## src/design/adc_clock_reset_pkg.sv

```systemverilog
package adc_clock_reset_pkg;

    // Register offsets on the control port
    localparam logic [7:0] REG_DEVICE_CONTROL_RESET = 8'h00;
    localparam logic [7:0] REG_PLL_SETUP            = 8'h01;

    // Field positions in device_control_reset
    localparam int CTL_SOFT_RESET_BIT = 7;
    localparam int CTL_RATE_BAND_LSB  = 4;
    localparam int CTL_PLL_ENABLE_BIT = 0;

    // Field positions in pll_setup
    localparam int PLL_LOCK_BIT       = 7;
    localparam int PLL_SOURCE_BIT     = 4;
    localparam int PLL_RATIO_LSB      = 0;

    // Values after reset
    localparam logic [7:0] CTL_RESET_VALUE = 8'h00;
    localparam logic [7:0] PLL_RESET_VALUE = 8'h01;

    // Ratio codes and their base multipliers at 32, 44.1 and 48 kHz
    localparam logic [2:0] RATIO_128 = 3'h0;
    localparam logic [2:0] RATIO_256 = 3'h1;
    localparam logic [2:0] RATIO_384 = 3'h2;
    localparam logic [2:0] RATIO_512 = 3'h3;
    localparam logic [2:0] RATIO_768 = 3'h4;
    localparam int RATIO_W = 10;

    // Sample rate bands: base, 96 kHz (halved), 192 kHz (quartered)
    localparam logic [1:0] BAND_48  = 2'h0;
    localparam logic [1:0] BAND_96  = 2'h1;
    localparam logic [1:0] BAND_192 = 2'h2;

    // Clock rate and time figures
    localparam longint CLK_HZ        = 200000000;
    localparam longint FRAME_MIN_HZ  = 32000;
    localparam longint FRAME_MAX_HZ  = 192000;
    localparam longint SOFT_RESET_NS = 100;

    // Longest frame period rounds up, shortest rounds down
    localparam int FRAME_LONG_CYCLES  = int'((CLK_HZ + FRAME_MIN_HZ - 1) / FRAME_MIN_HZ);
    localparam int FRAME_SHORT_CYCLES = int'(CLK_HZ / FRAME_MAX_HZ);
    localparam int SOFT_RESET_CYCLES  = int'((SOFT_RESET_NS * CLK_HZ + 999999999)
                                              / 1000000000);

endpackage

```

## src/design/adc_pll_clock_and_reset_control.sv

```systemverilog
// Contract
// RQ1: Source bit in pll_setup picks master clock pin or frame clock as reference.
// RQ2: Frame clock reference accepted for sample rates 32 kHz to 192 kHz.
// RQ3: Host programs ratio field to match the frequency on the master clock pin.
// RQ4: Codes 0..4 give 128..768 times fs; halved at 96, quartered at 192 kHz.
// RQ5: Read-only lock flag in bit 7 of pll_setup reports PLL lock.
// RQ6: Host reads lock flag after power-up before unmuting outputs.
// RQ7: Frame clock reference only valid with serial port in slave mode.
// RQ8: Host disables PLL, reprograms, then re-enables when changing settings.
// RQ9: Core regulator off while reset pin low, on once pin high.
// RQ10: Reference output off in reset, on only after pin is driven high.
// RQ11: Core held in reset until core supply reaches 1.2 V release point.
// RQ12: Monitor hysteresis: release at 1.2 V pin high, reassert below 0.6 V pin low.
// RQ13: Host waits one charge time constant after reset before control traffic.
// RQ14: Hardware reset pulse holds pin low for the full discharge time.
// RQ15: Writing bit 7 of offset zero resets the device.
// RQ16: Software reset restores register defaults and clears itself when done.
`timescale 1ns/1ps

module adc_pll_clock_and_reset_control
    import adc_clock_reset_pkg::*;
#(
    parameter int FRAME_LONG  = FRAME_LONG_CYCLES,
    parameter int FRAME_SHORT = FRAME_SHORT_CYCLES
)
(
    // Clock and reset
    input  logic                clk,
    input  logic                reset,
    // Pins and analog monitors
    input  logic                powerdown_reset_n,
    input  logic                core_supply_above_release,
    input  logic                core_supply_below_trip,
    input  logic                frame_clock_pin,
    input  logic                pll_lock_raw,
    // Serial port configuration, same clock
    input  logic                serial_port_slave,
    // Register port from the control interface
    input  logic [7:0]          reg_addr,
    input  logic [7:0]          reg_wdata,
    input  logic                reg_write,
    input  logic                reg_read,
    output logic [7:0]          reg_rdata,
    // Analog and core controls
    output logic                regulator_enable,
    output logic                reference_enable,
    output logic                core_reset,
    output logic                pll_enable,
    output logic                pll_source_frame,
    output logic [RATIO_W-1:0]  pll_ratio,
    output logic                frame_rate_ok
);

    localparam int CNT_W = $clog2(FRAME_LONG + 2);
    localparam int SR_W  = $clog2(SOFT_RESET_CYCLES + 1);

    // Refuse period bounds that leave no usable rate window
    if (FRAME_SHORT < 2 || FRAME_LONG <= FRAME_SHORT)
    begin : g_bounds_bad
        $error("frame period bounds unusable");
    end

    typedef enum logic [3:0] {
        ST_OFF    = 4'b0001,
        ST_CHARGE = 4'b0010,
        ST_RUN    = 4'b0100,
        ST_SOFT   = 4'b1000
    } power_state_t;

    // Multiplier from ratio code and sample rate band
    function automatic logic [RATIO_W-1:0] ratio_of(input logic [2:0] code,
                                                    input logic [1:0] band);
        logic [RATIO_W-1:0] base;
        base = '0;
        unique case (code)
            RATIO_128: base = 10'd128;
            RATIO_256: base = 10'd256;
            RATIO_384: base = 10'd384;
            RATIO_512: base = 10'd512;
            RATIO_768: base = 10'd768;
            default:   base = '0;
        endcase
        if (band == BAND_96)
            ratio_of = base >> 1;
        else if (band == BAND_192)
            ratio_of = base >> 2;
        else
            ratio_of = base;
    endfunction

    // Two-stage synchronisers for pins
    logic [4:0] sync1_q;
    logic [4:0] sync2_q;
    always_ff @(posedge clk)
    begin
        if (reset)
        begin
            sync1_q <= 5'h00;
            sync2_q <= 5'h00;
        end
        else
        begin
            sync1_q <= {powerdown_reset_n, core_supply_above_release,
                        core_supply_below_trip, frame_clock_pin, pll_lock_raw};
            sync2_q <= sync1_q;
        end
    end

    logic pin_high;
    logic supply_up;
    logic supply_down;
    logic frame_s;
    logic lock_s;
    assign {pin_high, supply_up, supply_down, frame_s, lock_s} = sync2_q;

    // Power and reset sequencing state
    power_state_t       state_q;
    power_state_t       state_d;
    logic [SR_W-1:0]    sr_cnt_q;
    logic [SR_W-1:0]    sr_cnt_d;
    logic               soft_req;

    always_comb
    begin
        state_d  = state_q;
        sr_cnt_d = sr_cnt_q;
        unique case (state_q)
            ST_OFF:
            begin
                if (pin_high)
                    state_d = ST_CHARGE;
            end
            ST_CHARGE:
            begin
                if (!pin_high && supply_down)
                    state_d = ST_OFF;
                else if (pin_high && supply_up)            // RQ11
                    state_d = ST_RUN;
            end
            ST_RUN:
            begin
                if (!pin_high && supply_down)              // RQ12
                    state_d = ST_OFF;
                else if (soft_req)                         // RQ15
                begin
                    state_d  = ST_SOFT;
                    sr_cnt_d = SR_W'(SOFT_RESET_CYCLES);
                end
            end
            ST_SOFT:
            begin
                if (!pin_high && supply_down)
                    state_d = ST_OFF;
                else if (sr_cnt_q <= SR_W'(1))             // RQ16
                    state_d = ST_RUN;
                else
                    sr_cnt_d = sr_cnt_q - SR_W'(1);
            end
        endcase
    end

    always_ff @(posedge clk)
    begin
        if (reset)
        begin
            state_q  <= ST_OFF;
            sr_cnt_q <= '0;
        end
        else
        begin
            state_q  <= state_d;
            sr_cnt_q <= sr_cnt_d;
        end
    end

    // Frame clock period measurement
    logic             frame_prev_q;
    logic [CNT_W-1:0] frame_cnt_q;
    logic [CNT_W-1:0] frame_cnt_d;
    logic             frame_ok_q;
    logic             frame_ok_d;

    always_comb
    begin
        frame_cnt_d = frame_cnt_q;
        frame_ok_d  = frame_ok_q;
        if (frame_s && !frame_prev_q)
        begin
            frame_ok_d  = (frame_cnt_q >= CNT_W'(FRAME_SHORT))
                       && (frame_cnt_q <= CNT_W'(FRAME_LONG));   // RQ2
            frame_cnt_d = CNT_W'(1);
        end
        else if (frame_cnt_q > CNT_W'(FRAME_LONG))
            frame_ok_d  = 1'b0;                                  // RQ2
        else
            frame_cnt_d = frame_cnt_q + CNT_W'(1);
    end

    always_ff @(posedge clk)
    begin
        if (reset)
        begin
            frame_prev_q <= 1'b0;
            frame_cnt_q  <= '0;
            frame_ok_q   <= 1'b0;
        end
        else
        begin
            frame_prev_q <= frame_s;
            frame_cnt_q  <= frame_cnt_d;
            frame_ok_q   <= frame_ok_d;
        end
    end

    // Control registers and read port
    logic [7:0] ctl_q;
    logic [7:0] ctl_d;
    logic [7:0] pll_q;
    logic [7:0] pll_d;
    logic [7:0] rdata_q;
    logic [7:0] rdata_d;
    logic       lock_flag;
    logic       core_live;

    assign core_live = (state_q == ST_RUN);
    assign soft_req  = reg_write && (reg_addr == REG_DEVICE_CONTROL_RESET)
                    && reg_wdata[CTL_SOFT_RESET_BIT];

    always_comb
    begin
        ctl_d   = ctl_q;
        pll_d   = pll_q;
        rdata_d = rdata_q;
        if (!core_live)
        begin
            ctl_d = CTL_RESET_VALUE;                       // RQ16
            pll_d = PLL_RESET_VALUE;                       // RQ16
        end
        else if (reg_write && !soft_req)
        begin
            if (reg_addr == REG_DEVICE_CONTROL_RESET)
                ctl_d = reg_wdata & 8'h31;
            else if (reg_addr == REG_PLL_SETUP)
                pll_d = reg_wdata & 8'h17;                 // RQ1
        end
        if (reg_read)
        begin
            unique case (reg_addr)
                REG_DEVICE_CONTROL_RESET:
                    rdata_d = {(state_q == ST_SOFT), ctl_q[6:0]};
                REG_PLL_SETUP:
                    rdata_d = {lock_flag, pll_q[6:0]};     // RQ5
                default:
                    rdata_d = 8'h00;
            endcase
        end
    end

    always_ff @(posedge clk)
    begin
        if (reset)
        begin
            ctl_q   <= CTL_RESET_VALUE;
            pll_q   <= PLL_RESET_VALUE;
            rdata_q <= 8'h00;
        end
        else
        begin
            ctl_q   <= ctl_d;
            pll_q   <= pll_d;
            rdata_q <= rdata_d;
        end
    end

    // Output controls
    logic               ref_legal;
    logic               src_frame;
    logic               pll_run_d;
    logic [RATIO_W-1:0] ratio_d;
    logic               reg_en_q;
    logic               vref_en_q;
    logic               core_rst_q;
    logic               pll_run_q;
    logic               src_frame_q;
    logic [RATIO_W-1:0] ratio_q;
    logic               lock_q;

    assign src_frame = pll_q[PLL_SOURCE_BIT];                                  // RQ1
    assign ref_legal = src_frame ? (serial_port_slave && frame_ok_q) : 1'b1;   // RQ7
    assign pll_run_d = core_live && ctl_q[CTL_PLL_ENABLE_BIT] && ref_legal;
    assign ratio_d   = ratio_of(pll_q[PLL_RATIO_LSB +: 3], ctl_q[CTL_RATE_BAND_LSB +: 2]); // RQ4
    assign lock_flag = lock_q;

    always_ff @(posedge clk)
    begin
        if (reset)
        begin
            reg_en_q    <= 1'b0;
            vref_en_q   <= 1'b0;
            core_rst_q  <= 1'b1;
            pll_run_q   <= 1'b0;
            src_frame_q <= 1'b0;
            ratio_q     <= '0;
            lock_q      <= 1'b0;
        end
        else
        begin
            reg_en_q    <= pin_high;                       // RQ9
            vref_en_q   <= pin_high;                       // RQ10
            core_rst_q  <= !core_live;                     // RQ11
            pll_run_q   <= pll_run_d;
            src_frame_q <= src_frame;
            ratio_q     <= ratio_d;
            lock_q      <= pll_run_q && lock_s;            // RQ5
        end
    end

    assign reg_rdata        = rdata_q;
    assign regulator_enable = reg_en_q;
    assign reference_enable = vref_en_q;
    assign core_reset       = core_rst_q;
    assign pll_enable       = pll_run_q;
    assign pll_source_frame = src_frame_q;
    assign pll_ratio        = ratio_q;
    assign frame_rate_ok    = frame_ok_q;

endmodule

```

## config.mk

```make
export PLATFORM = sky130hd
export DESIGN_NAME = adc_pll_clock_and_reset_control
export DESIGN_NICKNAME = d
export VERILOG_FILES = /design/src/design/adc_clock_reset_pkg.sv /design/src/design/adc_pll_clock_and_reset_control.sv
export SDC_FILE = /design/constraint.sdc
export NUM_CORES = 1
export LEC_CHECK = 0
export BUFFER_PORTS_ARGS = -buffer_cell sky130_fd_sc_hd__clkbuf_2
export CORE_UTILIZATION = 30
export CTS_CLUSTER_SIZE = 30
export DETAILED_ROUTE_END_ITERATION = 7
export HOLD_SLACK_MARGIN = 0.03
export SLEW_MARGIN = 20
export SYNTH_ARGS = -nofsm -noshare
export SYNTH_HDL_FRONTEND = slang
export SYNTH_SLANG_ARGS = --single-unit
```

## constraint.sdc

```tcl
create_clock -name clk -period 3.3 [get_ports clk]
set_input_delay 0.495 -clock clk [delete_from_list [all_inputs] [get_ports clk]]
set_output_delay 0.495 -clock clk [all_outputs]
set_load 0.1 [all_outputs]
```

# After elaboration in Yosys (flattened, before gate mapping)
# Cells that the tools add are included.
[word_totals]
wordCells = 94
input_bits = 26
out_inout_bits = 24
regBits = 64
[op_classes]
mux = 22
n_addsub = 2
bitwise = 2
eq_ne = 20
magnitude_cmp = 4
n_reduce_logical = 26
[op_table]
columns = ["cell", "n"]
rows = [
  ["10-bit case mux with 5 select lines", 1],
  ["4-bit two-way mux", 7],
  ["5-bit two-way mux", 4],
  ["9-bit two-way mux", 2],
  ["4-bit case mux with 4 select lines", 1],
  ["8-bit case mux with 2 select lines", 1],
  ["13-bit by 1-bit adder with 13-bit output (second input constant)", 1],
  ["13-bit by 11-bit greater-or-equal comparator with 1-bit output (second input constant)", 1],
  ["13-bit greater-than comparator (second input constant)", 1],
  ["13-bit less-or-equal comparator (second input constant)", 1],
  ["2-bit inequality test (second input constant)", 6],
  ["1-bit logical AND", 11],
  ["5-bit case mux with 2 select lines", 1],
  ["8-bit by 1-bit == test with 1-bit output (second input constant)", 1],
  ["8-bit zero test", 1],
  ["3-bit by 2-bit == test with 1-bit output (second input constant)", 2],
  ["3-bit inequality test (second input constant)", 2],
  ["5-bit by 1-bit less-or-equal comparator with 1-bit output (second input constant)", 1],
  ["1-bit two-way mux", 5],
  ["5-bit AND reduction", 1],
  ["5-bit by 1-bit subtractor with 5-bit output (second input constant)", 1],
  ["4-bit by 1-bit == test with 1-bit output (second input constant)", 1],
  ["4-bit by 2-bit == test with 1-bit output (second input constant)", 1],
  ["4-bit by 3-bit == test with 1-bit output (second input constant)", 1],
  ["other kinds (15)", 21],
]

# Longest topological paths before layout
# Gate-level depths: netlist of the first run.
[logic_depth]
word_depth = 6
mapped_depth = 9
depth_no_buf = 7

# Worst setup path after synthesis of the first run
# OpenSTA, ideal clock, no wires.
[synth_timing]
path_type = "register to register"
start = "reg frame_cnt_q[0]"
end = "reg frame_cnt_q[0]"
synth_period_minus_slack_ns = 1.906
t_arrival_ns = 1.773
path_slack_ns = 1.394
required_ns = 3.168
setup_time_ns = 0.132
n_path_buf = 2
stages_incl_launch_ff = 10
path_cell_list = "dfxtp_1 > inv_1 > ha_1 > nand2b_1 > a211oi_1 > o311a_1 > buf_6 > clkbuf_1 > xnor2_1 > a21oi_1"
[synth_between]
elab_chain_len = 3
elab_cells_between_ends = 5
classes_between = "1 x add/sub; 1 x order compare; 1 x eq/ne; 2 x mux"
[synth_rtl]
columns = ["item", "line", "text"]
rows = [
  ["start, declared", "adc_pll_clock_and_reset_control.sv:178", "logic [CNT_W-1:0] frame_cnt_q;"],
  ["start signal, assigned", "adc_pll_clock_and_reset_control.sv:210", "frame_cnt_q <= frame_cnt_d;"],
  ["13-bit by 1-bit adder with 13-bit output", "adc_pll_clock_and_reset_control.sv:196", "frame_cnt_d = frame_cnt_q + CNT_W'(1);"],
  ["1-bit two-way mux", "adc_pll_clock_and_reset_control.sv:193", "else if (frame_cnt_q > CNT_W'(FRAME_LONG))"],
  ["1-bit two-way mux", "adc_pll_clock_and_reset_control.sv:187", "if (frame_s && !frame_prev_q)"],
]
# Several ways; a longest one is shown, not always the timed one. The select of a mux whose other input is x is not followed.
# A chain may end at the register's enable or synchronous reset.

# Worst setup path in the final report of the first run
[layout_timing]
start = "reg frame_cnt_q[0]"
end = "reg frame_cnt_q[6]"
[layout_between]
elab_chain_len = 1
elab_cells_between_ends = 2
classes_between = "1 x add/sub; 1 x order compare"
[layout_rtl]
columns = ["item", "line"]
rows = [
  ["13-bit by 1-bit adder with 13-bit output / 13-bit greater-than comparator (equally long branches)", "adc_pll_clock_and_reset_control.sv:196, adc_pll_clock_and_reset_control.sv:193"],
]
# Several ways; a longest one is shown, not always the timed one.

==> results of run 1 <==
## power by group
part | internal [mW] | switching [mW]
registers | 0.709 | 0.0423
logic | 0.0661 | 0.115
clock network | 0.366 | 0.278
total | 1.14 | 0.434
## cells by family (layout without fill, tap and decap cells)
family          Yosys count  in the layout  share of synthesized area
buf+inv                  32             65                    0.05977
mux                       9              9                    0.03510
xor+xnor                  8              8                    0.02656
simple gates            130            130                     0.2638
compound gates           65             65                     0.1570
other cells               1              7                   0.001422
flops                    57             57                     0.4326
fa+ha+maj                 5              5                    0.02372
## through the flow
step / total power, mW / area, um2
final: 1.576 / 3068
after global routing: 1.644 / 3068
after CTS: 1.593 / 3068
after detailed placement: 0.9471 / 2872
after global placement: 0.9431 / 2872
after floorplan: 0.9175 / 2660
## layer usage
| metal | vias up | share of wire |
|---|---|---|
| li1 | 1130 | - |
| met2 | 33 | 0.43 |
| met3 | 11 | 0.027 |
| met4 | 0 | 0.028 |
| met1 | 982 | 0.51 |
| met5 | - | 0 |
## final cells by class
class / instances / share of cell area
clock buffer: 11 / 0.04608
timing repair buffer: 41 / 0.06770
multi-input combinational: 224 / 0.4437
clock inverter: 5 / 0.01794
inverter: 8 / 0.009788
tap: 105 / 0.04282
sequential: 57 / 0.3719
## registers in the layout (all words and copies together) (netlist names)
| name | flops |
|---|---|
| lock_flag | 1 |
| ctl_q | 3 |
| frame_cnt_q | 13 |
| reg_rdata | 6 |
| pll_source_frame | 1 |
| frame_rate_ok | 1 |
| state_q | 4 |
| core_reset | 1 |
| sync1_q | 5 |
| reference_enable | 1 |
| sr_cnt_q | 5 |
| frame_prev_q | 1 |
| pll_enable | 1 |
| sync2_q | 5 |
| pll_q | 4 |
| pll_ratio | 5 |
## final timing paths
| path | to | slack (ns) | from | cells after the start |
|---|---|---|---|---|
| worst min register to register | sync2_q[3]$_SDFF_PP0_ | 0.44 | sync1_q[3]$_SDFF_PP0_ | 1 |
| worst max-delay path | frame_cnt_q[6]$_SDFFE_PP0N_ | 1.19 | frame_cnt_q[0]$_SDFFE_PP0P_ | 7 |
| worst max register to register | frame_cnt_q[6]$_SDFFE_PP0N_ | 1.19 | frame_cnt_q[0]$_SDFFE_PP0P_ | 7 |
| worst min-delay path | sync1_q[3]$_SDFF_PP0_ | 0.37 | core_supply_above_release | 2 |
## placed cells by master (no fill, tap or decap), drive strengths merged, types with 2 or more instances in the layout
cell type  Yosys  layout
or4            4       4
nor2b         16      16
clkinv         1       3
or3            7       7
ha             5       5
o31ai          5       5
xnor2          4       4
nand2b        14      14
clkbuf        15      51
clkinvlp       0       2
a311oi         3       3
nand2         25      25
nand4          4       4
inv            7       7
o21ai         15      15
conb           1       7
dfxtp         57      57
a211oi         3       3
a21boi         3       3
nor4b          2       2
nor2          27      27
a21oi         21      21
nor3           9       9
nand3         11      11
mux2           2       2
and2           2       2
a22oi          2       2
mux2i          7       7
and3           4       4
xor2           4       4
o22ai          2       2
a31oi          2       2
nor4           2       2
==> reports/qor.txt, run 1 <==
# DRC -> 0
Layout net count -> 372
Vias in the first global route -> 1926
Most common cell in the netlist -> dfxtp_1
Number of flops mapped to enable cells by yosys -> 0
Average wire per standard cell -> 12.10 um
GPL Wtd Cong -> 0.8172
Initial Util -> 0.3147
Reg area -> 1141 um2
Sequence of cells on the critical path -> inv_1, ha_1, nand2b_1, a211oi_1, o311a_1, or4_1, a21oi_1
DIE WIDTH -> 95.77 um
Worst Path Buf+Inv -> 1
Max-slew violations -> 0
Post-layout min period -> 2.114 ns
Multi-input gate area -> 1361 um2
I/O pin cnt -> 50
Cell count after synthesis -> 307
Dpl hpwl -> 3867 um
Routed vias/inst -> 4.780
CP Max Fanout -> 20
Fmax -> 0.4731 GHz
Die ar. -> 9171 um2
Global-route wire length before repair -> 8742 um
Maxcap violations -> 0
GR Overflow Total -> 0
Req. time, crit path -> 3.56 ns
Place WS -> 1.092 ns
Fin util -> 0.3660
Flops & latches, synth -> 57
Clock Pin Slew Worst Setup and Hold Paths -> 0.06 ns
CTS HTree Levels -> 3
Die Y -> 95.77 um
Layout cell share with drive strength beyond 1 -> 0.1792
Largest net degree at the start of global routing -> 33
# Post-CTS Setup Buffers -> 0
Cells after DPL -> 435
Leakage -> 1.215 nW
Floorplan core area -> 8382 um2
N_diodes -> 0
Layout Skew -> 0.009550 ns
RSZ-0062 raised after global routing -> no
GR Layer Usage met3 -> 0.02212
M2 GR Usage -> 0.1929
Final period util -> 0.6406
Power Density -> 513.8 nW/um2
Gr busiest metal -> met2
DR iter-0 viols -> 88
GRT Util Overall -> 0.1259
Async set-reset flop share out of synthesis -> 0
Total number of vias -> 2156
Syn. warnings -> 0
Num CTS Buffers -> 9
# port buffers -> 40
Status -> finished clean
Met1 GRT Util -> 0.1623
First-pass iteration count of the detailed router -> 4
Initial antenna violation count -> 0
Mapped Avg Cell Area -> 8.591 um2
Number of cell rows -> 33
Worst setup EP type -> flip-flop
Root Buffer -> clkbuf_8
Critical Path AT -> 2.37 ns
Area Growth Syn to Fin -> 16.32%
Worst Hold Class -> input port to flip-flop
Worst VDD drop -> 270.0 uV
Setup violations, final -> 0
CTS-repair resized insts -> 0
Worst-margin pin slew -> 0.5993 ns
CTS tree -> yes
DRT antenna net count -> 0
Hold slack final -> 0.3695 ns
Worst-Skew Late Latency -> 0.33 ns
Clk buf depth -> 2
Yosys top cell area share -> 0.4326
Main flop type after synthesis -> dfxtp_1
Top post-synthesis cells by area -> dfxtp_1 (43%), nor2_1 (3.8%), a21oi_1 (3.8%), nor2b_1 (3.8%), nand2_1 (3.6%)
# fillers -> 904
WL final -> 5455 um
Clock sinks -> 57
Slowest stage delay, CP -> 0.57 ns
CP startpoint kind -> flip-flop
CP top delay family -> compound AO/OA/AOI/OAI gates
Hold buffer count at CTS -> 0
Final worst slack -> 1.186 ns
Post-synth top cells -> dfxtp_1 (57), nor2_1 (27), nand2_1 (25), a21oi_1 (20), nor2b_1 (16)
CP Class -> flip-flop to flip-flop
Final Hold Fails -> 0
CP max-delay cell -> or4_1
Area leader, netlist -> dfxtp_1
Worst slew margin -> 0.5953
Final TNS setup -> 0 ns
Synth cell types -> 48
Post-synthesis instance area -> 2638 um2
Sequential area share after synthesis -> 0.4326
Non-filler cells, final -> 451
No activity file was read; power rests on OpenSTA's default activity.
==> inputs of run 2 (changes only) <==
==> constraint.sdc (replaced) <==
create_clock -name clk -period 2.1 [get_ports clk]
set_input_delay 0.315 -clock clk [delete_from_list [all_inputs] [get_ports clk]]
set_output_delay 0.315 -clock clk [all_outputs]
set_load 0.1 [all_outputs]
==> reports/qor.txt, run 2 (synthesized netlist as in run 1, its figures left out) <==
Status -> finished clean
WL final -> 5513 um
GR Overflow Total -> 0
Final Hold Fails -> 0
Dpl hpwl -> 4052 um
Leakage -> 1.289 nW
Final period util -> 0.9382
Metal-1 WL -> 2678 um
Clock Pin Slew Worst Setup and Hold Paths -> 0.06 ns
CTS tree -> yes
CTS HTree Levels -> 3
CP Max Fanout -> 20
Initial Util -> 0.3147
I/O pin cnt -> 50
Power Density -> 776.2 nW/um2
Met3 WL post-DR -> 254 um
Die ar. -> 9171 um2
Clk buf depth -> 2
Final TNS setup -> 0 ns
GPL Wtd Cong -> 0.7657
Layout net count -> 384
Vias in the first global route -> 2046
First-pass iteration count of the detailed router -> 5
# port buffers -> 40
Hold slack final -> 0.1825 ns
Worst-Skew Late Latency -> 0.34 ns
Setup violations, final -> 0
Worst R2R End -> frame_cnt_q[10]$_SDFFE_PP0N_
Layout cell share with drive strength beyond 1 -> 0.2095
GRT Util Overall -> 0.1345
N_diodes -> 0
DIE WIDTH -> 95.77 um
Root Buffer -> clkbuf_8
Max layer used -> met4
Die Y -> 95.77 um
Largest net degree at the start of global routing -> 33
R2r startpoint -> frame_cnt_q[9]$_SDFFE_PP0N_
Req. time, crit path -> 2.37 ns
Final worst slack -> 0.1297 ns
Average wire per standard cell -> 11.91 um
DR WL met2 -> 2487 um
CP Class -> flip-flop to flip-flop
Hold buffer count at CTS -> 0
Clock sinks -> 57
Commonest cells after routing, fill and taps aside -> dfxtp_1 (57), clkbuf_2 (40), nor2_1 (27)
Worst Hold Class -> input port to flip-flop
Max reg flops -> 13
Worst VDD drop -> 490.7 uV
Max-slew violations -> 0
Number of cell rows -> 33
# Post-CTS Setup Buffers -> 0
Num CTS Buffers -> 9
Global-route wire length before repair -> 9377 um
CP startpoint kind -> flip-flop
Area Growth Syn to Fin -> 19.64%
Critical Path AT -> 2.24 ns
FF-to-FF setup slack -> 0.13 ns
Worst-margin pin slew -> 0.5518 ns
DR iter-0 viols -> 78
Routed vias/inst -> 4.812
Worst Reg-to-Reg Cells -> 4
Most common cell after layout, fill and taps aside -> dfxtp_1
Initial antenna violation count -> 0
RSZ-0062 raised after global routing -> no
Place WS -> 0.06742 ns
Fmax -> 0.5075 GHz
Maxcap violations -> 0
DRT antenna net count -> 0
Total number of vias -> 2228
Hold path depth -> 2
Hold path startpoint -> pll_lock_raw
Worst setup EP type -> flip-flop
Post-layout min period -> 1.970 ns
Hold EP -> sync1_q[0]$_SDFF_PP0_
Worst slew margin -> 0.6337
Largest reg by FF count -> frame_cnt_q
Layout Skew -> 0.005977 ns
Floorplan core area -> 8382 um2
# DRC -> 0
## run 2: cell types whose count changed in the layout (fill, tap and decap cells not counted), sizes merged
| cell | delta |
|---|---|
| clkbuf | +3 |
| buf | +12 |
| bufinv | -1 |
| clkinvlp | -2 |
## run 2: metrics by stage
step / std cells / power, mW / utilization / cell area (um2)
finish: 463 / 2.449 / 0.3765 / 3156
global route: 463 / 2.568 / 0.3765 / 3156
CTS: 463 / 2.484 / 0.3763 / 3154
detailed placement: 447 / 1.510 / 0.3533 / 2962
global placement: 447 / 1.501 / 0.3533 / 2962
floorplan: 313 / 1.442 / - / 2660
## run 2: cell type report
class,instances,area [um2]
timing repair buffer,53,297.8
multi-input combinational,224,1363
fill,880,5226
clock inverter,2,10.01
sequential,57,1141
inverter,8,30.03
clock buffer,14,182.7
tap,105,131.4
## run 2: worst max-delay path, stage by stage, from the launching register on
cell	delay (ns)
dfxtp_1	0.34
or3_1	0.39
o311a_2	0.49
or4_1	0.53
a21oi_1	0.14
## run 2: worst max-delay path by stage
| stage | start | endpoint | slack, ns | cells past startpoint |
|---|---|---|---|---|
| floorplan | frame_cnt_q[0]$_SDFFE_PP0P_ | frame_cnt_q[0]$_SDFFE_PP0P_ | 0.19 | 9 |
| global placement | frame_cnt_q[9]$_SDFFE_PP0N_ | frame_cnt_q[5]$_SDFFE_PP0N_ | 0.1 | 4 |
| detailed placement | frame_cnt_q[9]$_SDFFE_PP0N_ | frame_cnt_q[10]$_SDFFE_PP0N_ | 0.07 | 4 |
| CTS | frame_cnt_q[9]$_SDFFE_PP0N_ | frame_cnt_q[10]$_SDFFE_PP0N_ | 0.06 | 4 |
| global route | frame_cnt_q[0]$_SDFFE_PP0P_ | frame_cnt_q[6]$_SDFFE_PP0N_ | 0.004 | 7 |
| finish | frame_cnt_q[9]$_SDFFE_PP0N_ | frame_cnt_q[10]$_SDFFE_PP0N_ | 0.13 | 4 |
## run 2: layer usage
metal	vias to the layer above	global-route usage
met3	8	0.03081
met4	0	0.07587
li1	1155	-
met1	1009	0.1743
met2	56	0.2054
met5	-	0
## run 2: timing repair
item	CTS	global route
endpoints found under the hold margin	0	0
gates resized for setup	0	1
endpoints found under the setup margin	0	7
## run 2: where the power goes
part           switching, mW  internal [mW]
registers             0.0548           1.12
logic                  0.195          0.121
clock network          0.410          0.553
total                  0.660           1.79
